## config.mk

```make
export PLATFORM = sky130hd
export DESIGN_NAME = lbi_bus_unit
export DESIGN_NICKNAME = d
export VERILOG_FILES = /design/src/lbi_pkg.sv /design/src/lbi_bus_unit.sv
export SDC_FILE = /design/constraint.sdc
export NUM_CORES = 1
export LEC_CHECK = 0
export ABC_AREA = 1
export BUFFER_PORTS_ARGS = -buffer_cell sky130_fd_sc_hd__buf_2
export CAP_MARGIN = 20
export CELL_PAD_IN_SITES_DETAIL_PLACEMENT = 0
export CELL_PAD_IN_SITES_GLOBAL_PLACEMENT = 1
export CORE_ASPECT_RATIO = 2
export CORE_UTILIZATION = 38
export CTS_CLUSTER_DIAMETER = 200
export DETAILED_ROUTE_END_ITERATION = 10
export PLACE_DENSITY_LB_ADDON = 0.15
export SYNTH_ARGS = -nofsm -noshare
export SYNTH_HDL_FRONTEND = slang
export SYNTH_SLANG_ARGS = --single-unit
```

## constraint.sdc

```tcl
create_clock -name i_clk -period 2.6 [get_ports i_clk]
set_clock_uncertainty 0.15 [all_clocks]
set_input_delay 0.13 -clock i_clk [delete_from_list [all_inputs] [get_ports i_clk]]
set_output_delay 0.13 -clock i_clk [all_outputs]
set_load 0.01 [all_outputs]
```

## src/lbi_pkg.sv

```systemverilog
// shared types and constants of the local bus interface unit
package lbi_pkg;

	localparam int unsigned LBI_AW = 24;
	localparam int unsigned LBI_DW = 16;

	// synchronised pin inputs, bit positions
	localparam int unsigned IN_RST    = 0;
	localparam int unsigned IN_HOLD   = 1;
	localparam int unsigned IN_MASKABLE_IRQ   = 2;
	localparam int unsigned IN_NMI    = 3;
	localparam int unsigned IN_COPROC_OPERAND_REQUEST  = 4;
	localparam int unsigned IN_BUSY_N = 5;
	localparam int unsigned IN_ERR_N  = 6;
	localparam int unsigned IN_W      = 7;

	// register port
	localparam logic [1:0] REG_CTRL      = 2'h0;
	localparam logic [1:0] REG_STAT      = 2'h1;
	localparam int unsigned CTRL_IE_BIT   = 0;
	localparam int unsigned CTRL_LOCK_BIT = 1;
	localparam logic [7:0] CTRL_MASK     = 8'h03;
	localparam logic [7:0] CTRL_RST      = 8'h00;

	// timing counts and the non-maskable vector
	localparam int unsigned INIT_SYS_CYCLES = 50;
	localparam logic [2:0]  NMI_LOW_SYS_CYC = 3'h4;
	localparam logic [1:0]  MASKABLE_IRQ_MIN_PCYC   = 2'h2;
	localparam logic [1:0]  LOCK_SPAN       = 2'h2;
	localparam logic [1:0]  INTA_COUNT      = 2'h2;
	localparam logic [7:0]  NMI_VECTOR      = 8'h02;

	typedef enum logic [2:0] {
		ST_IDLE      = 3'b000,
		ST_BUS_START = 3'b001,
		ST_BUS_WAIT  = 3'b011,
		ST_FLOAT     = 3'b010,
		ST_HELD      = 3'b110,
		ST_INIT      = 3'b100,
		ST_RESET     = 3'b101
	} lbi_state_t;

	typedef enum logic [2:0] {
		K_FETCH = 3'h0,
		K_MRD   = 3'h1,
		K_MWR   = 3'h2,
		K_IORD  = 3'h3,
		K_IOWR  = 3'h4,
		K_INTA  = 3'h5
	} lbi_kind_t;

	typedef struct packed {
		lbi_kind_t         kind;
		logic [LBI_AW-1:0] addr;
		logic              word;
		logic              lock;
		logic              exchange_instruction;
		logic              descriptor_access;
		logic [LBI_DW-1:0] wdata;
	} lbi_req_t;

	typedef struct packed {
		logic              done;
		logic              boot;
		logic [LBI_DW-1:0] rdata;
	} lbi_ans_t;

	typedef struct packed {
		logic       take;
		logic [7:0] vector;
	} lbi_int_t;

	typedef struct packed {
		logic [LBI_AW-1:0] addr;
		logic              addr_oe;
		logic              upper_byte_enable_n;
		logic              bus_status_hi_n;
		logic              bus_status_lo_n;
		logic              mem_io;
		logic              code_or_int_ack;
		logic              ctl_oe;
		logic              lock_n;
		logic              lock_oe;
		logic              coproc_operand_ack_n;
		logic              coproc_operand_ack_oe;
		logic              hold_grant;
		logic [LBI_DW-1:0] data;
		logic              data_oe;
	} lbi_pins_t;

	localparam lbi_pins_t PINS_RST = '{
		addr: 24'hff_ffff, addr_oe: 1'b1, upper_byte_enable_n: 1'b1,
		bus_status_hi_n: 1'b1, bus_status_lo_n: 1'b1, mem_io: 1'b0,
		code_or_int_ack: 1'b0, ctl_oe: 1'b1, lock_n: 1'b1, lock_oe: 1'b1,
		coproc_operand_ack_n: 1'b1, coproc_operand_ack_oe: 1'b1,
		hold_grant: 1'b0, data: 16'h0000, data_oe: 1'b0};

endpackage

```

## src/lbi_bus_unit.sv

```systemverilog
// local bus interface unit: pin-level bus cycles, hold, lock, interrupts, coprocessor handshake
//
// Behaviour
// - processor clock is system clock halved; reset rising edge aligns the phase
// - i/o transfers drive address bits 23..16 low
// - address bit zero low whenever the lower byte lane is used
// - address floats and data bus stays floated while hold is granted
// - bus status outputs go low to mark each bus cycle start and type
// - code/ack output splits fetch from data read and int ack from i/o
// - lock asserted for prefix, exchange, int ack, descriptor; spans following cycle
// - lock floats as logic one while hold is granted
// - cycle extended until ready low; ready ignored while hold granted
// - on hold float drivers then grant; release grant and retake when hold falls
// - maskable request ignored when enable clear, else two ack cycles read vector
// - maskable request sampled each processor cycle, needs two cycles before end
// - non-maskable edge uses vector two, no ack cycles, ignores enable flag
// - operand request served by a transfer with operand ack low meanwhile
// - busy low stalls wait-type instructions; interrupts still taken while stalled
// - error low during wait-type instructions raises a coprocessor fault
// - reset pin clears internal logic; held over sixteen system clocks
// - during reset drive the documented pin levels and float data
// - reset rising edge makes a processor cycle end at second system clock
//
// The placing of the registers and the strobed register port are this design's own decisions.
`timescale 1ns/1ps

module lbi_bus_unit
	import lbi_pkg::*;
#(
	parameter logic [LBI_AW-1:0] P_BOOT_ADDR    = 24'h00_0000,
	parameter int unsigned       P_INIT_SYS_CYC = INIT_SYS_CYCLES
) (
	input  wire logic              i_clk,
	input  wire logic              i_arst_n,
	input  wire logic              i_ce,
	input  wire logic              i_reset,
	input  wire logic              i_ready_n,
	input  wire logic              i_hold,
	input  wire logic              i_maskable_irq,
	input  wire logic              i_nmi,
	input  wire logic              i_coproc_operand_request,
	input  wire logic              i_busy_n,
	input  wire logic              i_error_n,
	input  wire logic [LBI_DW-1:0] i_data,
	output lbi_pins_t              o_pins,
	input  wire logic              i_req_valid,
	input  lbi_req_t               i_req,
	input  lbi_req_t               i_pe_req,
	input  wire logic              i_insn_end,
	input  wire logic              i_coproc_wait_insn,
	output lbi_ans_t               o_ans,
	output lbi_int_t               o_int,
	output logic                   o_stall,
	output logic                   o_coproc_fault,
	input  wire logic [1:0]        i_reg_addr,
	input  wire logic [7:0]        i_reg_wdata,
	input  wire logic              i_reg_we,
	input  wire logic              i_reg_re,
	output logic [7:0]             o_reg_rdata
);

	if (P_INIT_SYS_CYC < 1 || P_INIT_SYS_CYC > 63) begin : g_chk
		$error("P_INIT_SYS_CYC must lie in 1..63");
	end

	localparam logic [5:0] INIT_LAST = 6'(P_INIT_SYS_CYC - 1);

	typedef struct packed {
		logic [IN_W-1:0] s1;
		logic [IN_W-1:0] s2;
		logic [IN_W-1:0] s3;
		logic [IN_W-1:0] f;
		logic            ph;
		logic            rst_prev;
		lbi_state_t      st;
		logic [5:0]      cnt;
		lbi_kind_t       kind;
		logic            word;
		logic            odd;
		logic            pe;
		logic            boot;
		logic            pe_armed;
		logic [1:0]      lock_left;
		logic [1:0]      inta_left;
		logic [1:0]      maskable_irq_cnt;
		logic [2:0]      nmi_low;
		logic            nmi_prev;
		logic            nmi_pend;
		logic [7:0]      ctrl;
		logic [7:0]      reg_rdata;
		lbi_pins_t       pins;
		lbi_ans_t        ans;
		lbi_int_t        maskable_irq;
		logic            stall;
		logic            fault;
	} lbi_core_t;

	lbi_core_t q;
	lbi_core_t n;

	function automatic lbi_pins_t launch(lbi_pins_t p, lbi_req_t r, logic lk, logic pe);
		lbi_pins_t o;
		logic      io;
		logic      wr;
		o  = p;
		io = (r.kind == K_IORD) || (r.kind == K_IOWR) || (r.kind == K_INTA);
		wr = (r.kind == K_MWR) || (r.kind == K_IOWR);
		o.addr = r.addr;
		if (io) begin
			o.addr[23:16] = 8'h00;
		end
		o.addr[0] = r.word ? 1'b0 : r.addr[0];
		o.upper_byte_enable_n = r.word ? 1'b0 : ~r.addr[0];
		o.bus_status_hi_n = (r.kind == K_INTA) ? 1'b0 : ~wr;
		o.bus_status_lo_n = (r.kind == K_INTA) ? 1'b0 : wr;
		o.mem_io = ~io;
		// memory side: fetch vs data; i/o side: port vs int ack
		o.code_or_int_ack = (r.kind == K_FETCH) || (r.kind == K_IORD)
			|| (r.kind == K_IOWR);
		o.data = r.word ? r.wdata : {r.wdata[7:0], r.wdata[7:0]};
		o.data_oe = wr;
		o.addr_oe = 1'b1;
		o.ctl_oe = 1'b1;
		o.lock_oe = 1'b1;
		o.lock_n = ~lk;
		o.coproc_operand_ack_oe = 1'b1;
		o.coproc_operand_ack_n = ~pe;
		return o;
	endfunction

	lbi_req_t boot_req;
	lbi_req_t inta_req;
	logic     rst_f;
	logic     take_pt;
	logic     nmi_set;
	logic     locked;
	lbi_req_t sel;
	logic     go;
	logic     go_pe;

	always_comb begin
		boot_req = '0;
		boot_req.kind = K_FETCH;
		boot_req.addr = P_BOOT_ADDR;
		boot_req.word = 1'b1;
		inta_req = '0;
		inta_req.kind = K_INTA;
		inta_req.lock = 1'b1;
		inta_req.word = 1'b1;
	end

	always_comb begin
		n = q;
		sel = i_req;
		go = 1'b0;
		go_pe = 1'b0;
		locked = 1'b0;
		n.ans.done = 1'b0;
		n.ans.boot = 1'b0;
		n.maskable_irq.take = 1'b0;
		n.reg_rdata = 8'h00;

		// three-stage pin sampling; a level counts once stages two and three agree
		n.s1 = {~i_error_n, ~i_busy_n, i_coproc_operand_request, i_nmi, i_maskable_irq,
			i_hold, i_reset};
		n.s1[IN_BUSY_N] = i_busy_n;
		n.s1[IN_ERR_N] = i_error_n;
		n.s2 = q.s1;
		n.s3 = q.s2;
		n.f = (q.s2 & q.s3) | (q.f & (q.s2 ^ q.s3));
		rst_f = q.f[IN_RST];
		n.rst_prev = rst_f;
		n.ph = ~q.ph;

		if (i_reg_we && i_reg_addr == REG_CTRL) begin
			n.ctrl = i_reg_wdata & CTRL_MASK;
		end
		if (i_reg_re) begin
			case (i_reg_addr)
				REG_CTRL: n.reg_rdata = q.ctrl;
				REG_STAT: n.reg_rdata = {q.st, q.pins.hold_grant, q.nmi_pend,
					(q.maskable_irq_cnt >= MASKABLE_IRQ_MIN_PCYC), q.stall, q.fault};
				default:  n.reg_rdata = 8'h00;
			endcase
		end

		n.stall = i_coproc_wait_insn & ~q.f[IN_BUSY_N];
		n.fault = i_coproc_wait_insn & ~q.f[IN_ERR_N];

		if (!q.ph) begin
			// sampled at the start of each processor cycle
			if (q.f[IN_MASKABLE_IRQ]) begin
				n.maskable_irq_cnt = (q.maskable_irq_cnt >= MASKABLE_IRQ_MIN_PCYC) ? q.maskable_irq_cnt : q.maskable_irq_cnt + 2'h1;
			end else begin
				n.maskable_irq_cnt = 2'h0;
			end
		end

		// edge only counts after a long enough low phase, filtering glitches
		nmi_set = q.f[IN_NMI] && !q.nmi_prev && q.nmi_low >= NMI_LOW_SYS_CYC;
		n.nmi_prev = q.f[IN_NMI];
		if (q.f[IN_NMI]) begin
			n.nmi_low = 3'h0;
		end else if (q.nmi_low < NMI_LOW_SYS_CYC) begin
			n.nmi_low = q.nmi_low + 3'h1;
		end

		take_pt = i_insn_end | q.stall;
		n.nmi_pend = nmi_set | q.nmi_pend;
		if (take_pt && q.nmi_pend) begin
			n.maskable_irq.take = 1'b1;
			n.maskable_irq.vector = NMI_VECTOR;
			n.nmi_pend = nmi_set;
		end else if (take_pt && q.ctrl[CTRL_IE_BIT] && q.maskable_irq_cnt >= MASKABLE_IRQ_MIN_PCYC
				&& q.inta_left == 2'h0) begin
			n.inta_left = INTA_COUNT;
			n.maskable_irq_cnt = 2'h0;
		end

		if (!q.f[IN_COPROC_OPERAND_REQUEST]) begin
			n.pe_armed = 1'b1;
		end

		if (rst_f) begin
			n.st = ST_RESET;
			n.pins = PINS_RST;
			n.cnt = 6'h00;
			n.inta_left = 2'h0;
			n.lock_left = 2'h0;
			n.maskable_irq_cnt = 2'h0;
			n.nmi_pend = 1'b0;
			n.pe = 1'b0;
			n.boot = 1'b0;
			n.ctrl = CTRL_RST;
			if (!q.rst_prev) begin
				n.ph = 1'b0;
			end
		end else begin
			case (q.st)
				ST_RESET: begin
					n.st = ST_INIT;
					n.cnt = 6'h00;
				end
				ST_INIT: begin
					// boot fetch waits for phase one so its status spans a processor cycle
					if (q.cnt != INIT_LAST) begin
						n.cnt = q.cnt + 6'h01;
					end else if (q.ph) begin
						sel = boot_req;
						go = 1'b1;
						n.boot = 1'b1;
					end
				end
				ST_IDLE: begin
					if (q.ph) begin
						if (q.f[IN_HOLD] && q.lock_left == 2'h0) begin
							n.st = ST_FLOAT;
							n.pins.addr_oe = 1'b0;
							n.pins.ctl_oe = 1'b0;
							n.pins.data_oe = 1'b0;
							n.pins.lock_n = 1'b1;
							n.pins.lock_oe = 1'b0;
							n.pins.coproc_operand_ack_n = 1'b1;
							n.pins.coproc_operand_ack_oe = 1'b0;
						end else if (q.inta_left != 2'h0) begin
							sel = inta_req;
							go = 1'b1;
						end else if (q.f[IN_COPROC_OPERAND_REQUEST] && q.pe_armed) begin
							sel = i_pe_req;
							go = 1'b1;
							go_pe = 1'b1;
							n.pe_armed = 1'b0;
						end else if (i_req_valid) begin
							go = 1'b1;
						end
					end
				end
				ST_BUS_START: begin
					if (q.ph) begin
						n.st = ST_BUS_WAIT;
						n.pins.bus_status_hi_n = 1'b1;
						n.pins.bus_status_lo_n = 1'b1;
					end
				end
				ST_BUS_WAIT: begin
					if (q.ph && !i_ready_n) begin
						n.st = ST_IDLE;
						n.pins.data_oe = 1'b0;
						n.pins.coproc_operand_ack_n = 1'b1;
						n.pe = 1'b0;
						n.boot = 1'b0;
						if (q.lock_left != 2'h0) begin
							n.lock_left = q.lock_left - 2'h1;
						end
						n.pins.lock_n = (n.lock_left == 2'h0);
						n.ans.rdata = q.word ? i_data
							: {8'h00, (q.odd ? i_data[15:8] : i_data[7:0])};
						if (q.kind == K_INTA) begin
							n.inta_left = q.inta_left - 2'h1;
							if (q.inta_left == 2'h1) begin
								n.maskable_irq.take = 1'b1;
								n.maskable_irq.vector = i_data[7:0];
							end
						end else if (q.boot) begin
							n.ans.boot = 1'b1;
						end else if (!q.pe) begin
							n.ans.done = 1'b1;
						end
					end
				end
				ST_FLOAT: begin
					if (q.ph) begin
						n.st = ST_HELD;
						n.pins.hold_grant = 1'b1;
					end
				end
				ST_HELD: begin
					// ready is not looked at here at all
					if (q.ph && !q.f[IN_HOLD]) begin
						n.st = ST_IDLE;
						n.pins.hold_grant = 1'b0;
						n.pins.addr_oe = 1'b1;
						n.pins.ctl_oe = 1'b1;
						n.pins.lock_oe = 1'b1;
						n.pins.coproc_operand_ack_oe = 1'b1;
					end
				end
				default: begin
					n.st = ST_IDLE;
				end
			endcase

			if (go) begin
				locked = sel.lock | sel.exchange_instruction | sel.descriptor_access
					| q.ctrl[CTRL_LOCK_BIT];
				if (locked && q.lock_left == 2'h0) begin
					n.lock_left = LOCK_SPAN;
				end
				// a software write in the same cycle wins, so a fresh lock request is kept
				if (!(i_reg_we && i_reg_addr == REG_CTRL)) begin
					n.ctrl[CTRL_LOCK_BIT] = 1'b0;
				end
				n.pins = launch(q.pins, sel, locked || q.lock_left != 2'h0, go_pe);
				n.st = ST_BUS_START;
				n.kind = sel.kind;
				n.word = sel.word;
				n.odd = sel.addr[0];
				n.pe = go_pe;
			end
		end

		if (!i_ce) begin
			n = q;
		end
	end

	always_ff @(posedge i_clk or negedge i_arst_n) begin
		if (!i_arst_n) begin
			q <= '0;
			q.st <= ST_RESET;
			q.pins <= PINS_RST;
			q.ctrl <= CTRL_RST;
			q.f[IN_BUSY_N] <= 1'b1;
			q.f[IN_ERR_N] <= 1'b1;
			// idle levels in every stage, so no false busy or error follows reset
			q.s1[IN_BUSY_N] <= 1'b1;
			q.s1[IN_ERR_N] <= 1'b1;
			q.s2[IN_BUSY_N] <= 1'b1;
			q.s2[IN_ERR_N] <= 1'b1;
			q.s3[IN_BUSY_N] <= 1'b1;
			q.s3[IN_ERR_N] <= 1'b1;
		end else begin
			q <= n;
		end
	end

	assign o_pins = q.pins;
	assign o_ans = q.ans;
	assign o_int = q.maskable_irq;
	assign o_stall = q.stall;
	assign o_coproc_fault = q.fault;
	assign o_reg_rdata = q.reg_rdata;

endmodule

```

== Word level (Yosys, flattened, before mapping) ==
Index checks and enable logic that the tools add are counted.

* Flip-flop bits (word level): 156
* Input port bits: 136
* Output and inout port bits: 90
* Word-level logic and storage cells: 270

* Add/subtract/negate cells: 5
* $lt $le $gt $ge: 3
* Eq/ne operators: 28
* Mux-type cells: 115
* Bitwise logic cells: 20
* Reduce and logical (&&, ||, !) cells: 54

{| class="wikitable"
|+ Operator list
! operator !! count
|-
| 47-bit 2-to-1 mux || 7
|-
| 53-bit 2-to-1 mux || 2
|-
| 47-bit one-hot mux with 2 select lines || 1
|-
| 27-bit 2-to-1 mux || 2
|-
| 1-bit 2-to-1 mux || 44
|-
| 9-bit 2-to-1 mux || 4
|-
| 2-bit 2-to-1 mux || 17
|-
| 16-bit 2-to-1 mux || 2
|-
| 8-bit 2-to-1 mux || 4
|-
| 28-bit 2-to-1 mux || 1
|-
| 3-bit 2-to-1 mux || 9
|-
| 4-bit != test, second input constant || 6
|-
| 3-bit != test, second input constant || 7
|-
| 3-bit one-hot mux with 7 select lines || 1
|-
| 3-bit nonzero test || 7
|-
| 4-bit 2-to-1 mux || 5
|-
| 1-bit one-hot mux with 2 select lines || 10
|-
| 5-bit AND reduction || 4
|-
| 3-bit equality test, second input constant || 6
|-
| 8-bit one-hot mux with 2 select lines || 1
|-
| 7-bit AND || 2
|-
| 3-bit by 2-bit equality test with 1-bit output, second input constant || 4
|-
| 1-bit logical AND || 12
|-
| 6-bit one-hot mux with 2 select lines || 1
|-
| other kinds (29) || 66
|}

== Longest topological paths before layout ==
* Depth in word-level cells: 14
* Mapped depth: 13
* Depth with buffers taken out: 13

== Least setup slack after synthesis ==
Ideal clock, no wire load.

* Path type: register to register
* Start: register q[105] (netlist bit)
* End: register q (netlist bit o_pins[43])
* Library setup time: 78 ps
* Arrival time: 1,721 ps
* Data required time: 2,372 ps
* Path slack: 652 ps
* Stages on the path, launching flop included: 13
* Clock period less this slack: 1,948 ps
* Cell sequence: dfrtp_1 -> inv_1 -> ha_1 -> nand2_1 -> nor2_1 -> nor3_2 -> nor2_4 -> nand2_2 -> nand2_2 -> inv_4 -> buf_4 -> o22ai_1 -> inv_1

* Longest elaborated chain between the ends: 8
* Elaborated cells between the ends (all ways): 15
* Those cells by class: mux (12); reduce/logical (3)

{| class="wikitable"
|+ Ends and longest elaborated chain
! what !! RTL line !! text
|-
| from (decl) || lbi_bus_unit.sv:98 || <nowiki>lbi_core_t q;</nowiki>
|-
| from (signal assigned) || lbi_bus_unit.sv:373 || <nowiki>q <= n;</nowiki>
|-
| 2-bit nonzero test (*) || lbi_bus_unit.sv:265 || <nowiki>end else if (q.inta_left != 2'h0) begin</nowiki>
|-
| 47-bit 2-to-1 mux / 1-bit 2-to-1 mux (equally long branches) || lbi_bus_unit.sv:265 ||
|-
| 47-bit 2-to-1 mux / 1-bit 2-to-1 mux (equally long branches) || lbi_bus_unit.sv:256 || <nowiki>if (q.f[IN_HOLD] && q.lock_left == 2'h0) begin</nowiki>
|-
| 47-bit 2-to-1 mux / 1-bit 2-to-1 mux (equally long branches) || lbi_bus_unit.sv:255 || <nowiki>if (q.ph) begin</nowiki>
|-
| 47-bit one-hot mux with 2 select lines / 1-bit one-hot mux with 2 select lines (equally long branches) || lbi_bus_unit.sv:239 || <nowiki>case (q.st)</nowiki>
|-
| 47-bit 2-to-1 mux / 1-bit 2-to-1 mux (equally long branches) || lbi_bus_unit.sv:224 || <nowiki>if (rst_f) begin</nowiki>
|-
| 53-bit 2-to-1 mux / 2-bit nonzero test (equally long branches) || -- ||
|-
| 53-bit 2-to-1 mux / 2-bit AND reduction (equally long branches) || -- ||
|}

Mark *: on every way between the ends. The rest lies on a longest branch, timed or not. The select of a mux whose other input is x is not followed.
A chain may end at the register's enable or synchronous reset.

== Final worst setup path ==
* Start: register q[118] (netlist bit)
* End: register q (netlist bit o_pins[10])

* Longest elaborated chain between the ends: 7
* Elaborated cells between the ends (all ways): 12
* Those cells by class: eq/ne (1); mux (9); reduce/logical (2)

{| class="wikitable"
|+ Ends and longest elaborated chain
! what !! RTL line !! text
|-
| 6-bit != test (*) || lbi_bus_unit.sv:246 || <nowiki>if (q.cnt != INIT_LAST) begin</nowiki>
|-
| 47-bit 2-to-1 mux || lbi_bus_unit.sv:246 ||
|-
| 47-bit one-hot mux with 2 select lines || lbi_bus_unit.sv:239 ||
|-
| 47-bit 2-to-1 mux || lbi_bus_unit.sv:224 ||
|-
| 16-bit 2-to-1 mux || lbi_bus_unit.sv:120 || <nowiki>o.data = r.word ? r.wdata : {r.wdata[7:0], r.wdata[7:0]};</nowiki>
|-
| 53-bit 2-to-1 mux || lbi_bus_unit.sv:333 || <nowiki>if (go) begin</nowiki>
|-
| 53-bit 2-to-1 mux || lbi_bus_unit.sv:224 ||
|}

Marks and branches as above.

==> run_results.csv <==
group,metric,value,unit
floorplan,placement_row_count,76,
logic_synthesis,avgSynthCellArea,7.97,um2
detailed_routing,drt-pass1-iter-count,4,
detailed_routing,route.detailed.drc,0,
place,dpl-instance-area,9100,um2
floorplan,core_area,21500,um2
final_layout,seq_area,3730,um2
clock_tree,cts_root_buffer,"sky130_fd_sc_hd__clkbuf_16",
power,design_power_total,9.77,mW
sta,fmaxAchievable,408,MHz
logic_synthesis,synth.top_cell.area_share,32.4,%
final_layout,syn2layout_area_growth,27.9,%
place,place_congestion,0.820,
power,p_leak,5.53,nW
logic_synthesis,synth_fp_nets,1189,
outcome,status,"completed",
detailed_routing,routed_vias,7530,
place,hpwl,18200,um
logic_synthesis,yosys_register_bits,147,
critical_path,cp-end-kind,"flip-flop",
sta,report.final.slew_viol_count,0,
global_routing,gr-total-overflow,0,
detailed_routing,wl_per_cell,15.9,um
detailed_routing,ant_nets,0,
critical_path,path_max_fanout,7,
detailed_routing,wirelength,24800,um
critical_path,ff2ff_setup_slack,0.15,ns
clock_tree,clkTransAtPathRegs,0.06,ns
final_layout,finish.instance_area,10600,um2
critical_path,r2r_start,"q[118]$_DFFE_PN0P_",
critical_path,critical_path.startpoint_type,"flip-flop",
hold_path,hold_path_depth,5,
global_routing,wire_length_of_the_first_global_routing_pass,39200,um
critical_path,cp_data_arrival_time,2.63,ns
run,max_cap_violations,0,
final_layout,drive_gt1_share,28.5,%
logic_synthesis,synthArstFlopShare,100,%
floorplan,dieArea,22400,um2
global_routing,globalRouteTotalUtil,22.8,%
floorplan,num_io_pins,226,
clock_tree,cts-buffers-inserted,17,
clock_tree,insertion_delay,0.43,ns
final_layout,multiInputGateArea,3250,um2
critical_path,path_class,"flip-flop to flip-flop",
floorplan,initial_core_util,38.5,%
sta,slew_headroom,38.3,%
logic_synthesis,synth_seq_area_share,45.0,%
logic_synthesis,synth_enable_flop_cells,0,
power,power.density,923,nW/um2
hold_path,timing.hold.worst_endpoint,"o_pins[49]$_DFFE_PN1P_",
clock_tree,tritoncts_num_sinks,147,
global_routing,antenna_found_initial,2,
logic_synthesis,synth_cell_type_count,46,
hold_path,hold_crit_start,"i_pe_req[40]",
sta,finalHoldViolations,0,
logic_synthesis,synth_area_leader_cell,"sky130_fd_sc_hd__dfrtp_1",
sta,grt_setup_unrepaired,"yes",
sta,setup_violations,0,
logic_synthesis,post_synth_most_frequent_cells,"278 x sky130_fd_sc_hd__nand2_1, 112 x sky130_fd_sc_hd__inv_1, 107 x sky130_fd_sc_hd__dfrtp_1, 91 x sky130_fd_sc_hd__buf_4, 84 x sky130_fd_sc_hd__o21ai_0",
final_layout,fillers,2262,
final_layout,nNetsFinal,1421,
sta,worst_slew_pin_slew,0.919,ns
global_routing,grt_start_max_net_pins,58,
power,max-vdd-ir-drop,0.408,mV
clock_tree,cts_max_path_buffers,2,
critical_path,r2r_end,"o_pins[10]$_DFFE_PN0P_",
global_routing,first_global_vias,7717,
sta,final.period_utilization,94.3,%
clock_tree,tritoncts,"done",
logic_synthesis,synth_top_cells_by_area,"sky130_fd_sc_hd__dfrtp_1 32%, sky130_fd_sc_hd__dfstp_2 13%, sky130_fd_sc_hd__nand2_1 13%",
logic_synthesis,netlist_instances,1039,
logic_synthesis,yosysWarnings,0,
sta,period_minus_slack,2.45,ns
detailed_routing,dr.first_iter.drc_count,288,
detailed_routing,vias_per_cell,4.83,
hold_path,worst_hold_path_type,"input pin to flip-flop",
sta,finalHoldWorstSlack,0.00594,ns
critical_path,cp_data_required_time,2.78,ns
logic_synthesis,synthesis.area,8280,um2
critical_path,r2r_cells,13,
clock_tree,h-tree-depth,4,
critical_path,worstSetupStartpoint,"q[118]$_DFFE_PN0P_",
logic_synthesis,synthMostInstantiatedCell,"sky130_fd_sc_hd__nand2_1",
place,port_buffers,219,
floorplan,chipHeight,211,um
floorplan,die_width,106,um
logic_synthesis,yosys_most_used_dff,"sky130_fd_sc_hd__dfrtp_1",
==> kinds of logic (layout without fill, tap and decap cells) <==
logic type / Yosys count / count (layout) / share of synthesized area (%)
other: 0 / 2 / 0
adder cells (fa/ha/maj): 14 / 14 / 2.12
AND/OR/NAND/NOR: 438 / 438 / 22.9
buffers and inverters: 245 / 490 / 15.7
AO/OA/AOI/OAI: 195 / 195 / 14.2
flip-flops: 147 / 147 / 45.0
==> critical path, cell delays in order (launching register included) <==
cell	delay [ns]
sky130_fd_sc_hd__dfrtp_1	0.41
sky130_fd_sc_hd__inv_1	0.07
sky130_fd_sc_hd__ha_1	0.16
sky130_fd_sc_hd__nand2_1	0.07
sky130_fd_sc_hd__nor3_1	0.13
sky130_fd_sc_hd__nand2_1	0.13
sky130_fd_sc_hd__nand2_2	0.12
sky130_fd_sc_hd__buf_6	0.16
sky130_fd_sc_hd__clkinvlp_4	0.10
sky130_fd_sc_hd__o211ai_1	0.08
sky130_fd_sc_hd__dlygate4sd3_1	0.57
sky130_fd_sc_hd__nand2_1	0.06
sky130_fd_sc_hd__nand2_1	0.08
sky130_fd_sc_hd__nand2_1	0.04
==> what timing repair did <==
item	4_1_cts	5_1_grt
resized for setup	0	4
hold endpoints to repair	196	0
hold buffers	88	0
setup buffers	0	2
endpoints found under the setup margin	0	5
==> metal layers <==
metal	global-route usage [%]	vias up	wire (um)
li1	-	3751	-
met1	23.9	3546	9290
met2	43.3	178	13600
met3	3.15	55	858
met4	11.7	0	1000
met5	0	-	0
==> flip-flops by register name, indices dropped and copies added (netlist names) <==
name            flops
o_int               9
o_coproc_fault      1
o_ans              18
o_pins             50
q                  60
o_reg_rdata         8
o_stall             1
==> power by group <==
| group | switching, mW | internal, mW |
|---|---|---|
| Clock | 1.05 | 1.36 |
| Combinational | 2.33 | 1.45 |
| Sequential | 0.462 | 3.12 |
| Total | 3.84 | 5.93 |
==> metrics by stage <==
step | std cells | setup TNS, ns | setup WS (ns) | utilization (%)
3_3_place_gp | 1435 | 0 | 0.238 | 42.3
4_1_cts | 1555 | 0 | 0.0534 | 49.1
6_report | 1559 | 0 | 0.149 | 49.3
3_5_place_dp | 1435 | 0 | 0.195 | 42.3
2_1_floorplan | 1039 | 0 | 0.652 | -
5_1_grt | 1559 | -0.0154 | -0.0154 | 49.3
==> cell type report <==
class,count,share of cell area [%]
clock buffers,20,4.22
clock inverters,12,1.16
flip-flops and latches,147,35.2
diodes,2,0.0473
well taps,273,3.23
multi-input cells,647,30.7
inverters,121,4.35
repair buffers,337,21.1
==> worst max path at each step <==
stage	end	slack (ns)	cells after the start
after global routing	o_pins[10]$_DFFE_PN0P_	-0.02	13
after CTS	o_pins[9]$_DFFE_PN0P_	0.05	12
after detailed placement	o_pins[36]$_DFFE_PN1P_	0.20	11
after global placement	o_pins[36]$_DFFE_PN1P_	0.24	11
after floorplan	o_pins[43]$_DFFE_PN1P_	0.65	12
final	o_pins[10]$_DFFE_PN0P_	0.15	13
==> layout by cell type, fill, tap and decap left out, types with 3 or more instances in the layout <==
| cell type | netlist | final |
|---|---|---|
| sky130_fd_sc_hd__a211oi_1 | 12 | 12 |
| sky130_fd_sc_hd__a21oi_1 | 30 | 30 |
| sky130_fd_sc_hd__buf_2 | 10 | 218 |
| sky130_fd_sc_hd__buf_4 | 91 | 27 |
| sky130_fd_sc_hd__buf_6 | 3 | 3 |
| sky130_fd_sc_hd__clkbuf_16 | 0 | 17 |
| sky130_fd_sc_hd__clkinv_4 | 0 | 3 |
| sky130_fd_sc_hd__clkinvlp_4 | 0 | 3 |
| sky130_fd_sc_hd__dfrtp_1 | 107 | 107 |
| sky130_fd_sc_hd__dfstp_2 | 40 | 40 |
| sky130_fd_sc_hd__dlygate4sd3_1 | 0 | 88 |
| sky130_fd_sc_hd__ha_1 | 14 | 13 |
| sky130_fd_sc_hd__inv_1 | 112 | 111 |
| sky130_fd_sc_hd__inv_2 | 8 | 8 |
| sky130_fd_sc_hd__inv_6 | 0 | 4 |
| sky130_fd_sc_hd__nand2_1 | 278 | 278 |
| sky130_fd_sc_hd__nand2_2 | 10 | 10 |
| sky130_fd_sc_hd__nand2_4 | 4 | 4 |
| sky130_fd_sc_hd__nand3_1 | 47 | 47 |
| sky130_fd_sc_hd__nand3_2 | 3 | 3 |
| sky130_fd_sc_hd__nand4_1 | 6 | 6 |
| sky130_fd_sc_hd__nor2_1 | 53 | 53 |
| sky130_fd_sc_hd__nor2_2 | 5 | 5 |
| sky130_fd_sc_hd__nor2_4 | 3 | 3 |
| sky130_fd_sc_hd__nor3_1 | 19 | 19 |
| sky130_fd_sc_hd__o211ai_1 | 19 | 19 |
| sky130_fd_sc_hd__o21ai_0 | 84 | 84 |
| sky130_fd_sc_hd__o21ai_1 | 7 | 7 |
| sky130_fd_sc_hd__o21ai_2 | 3 | 3 |
| sky130_fd_sc_hd__o221ai_1 | 4 | 4 |
| sky130_fd_sc_hd__o22ai_1 | 20 | 20 |
(Power assumes the default switching activity.)
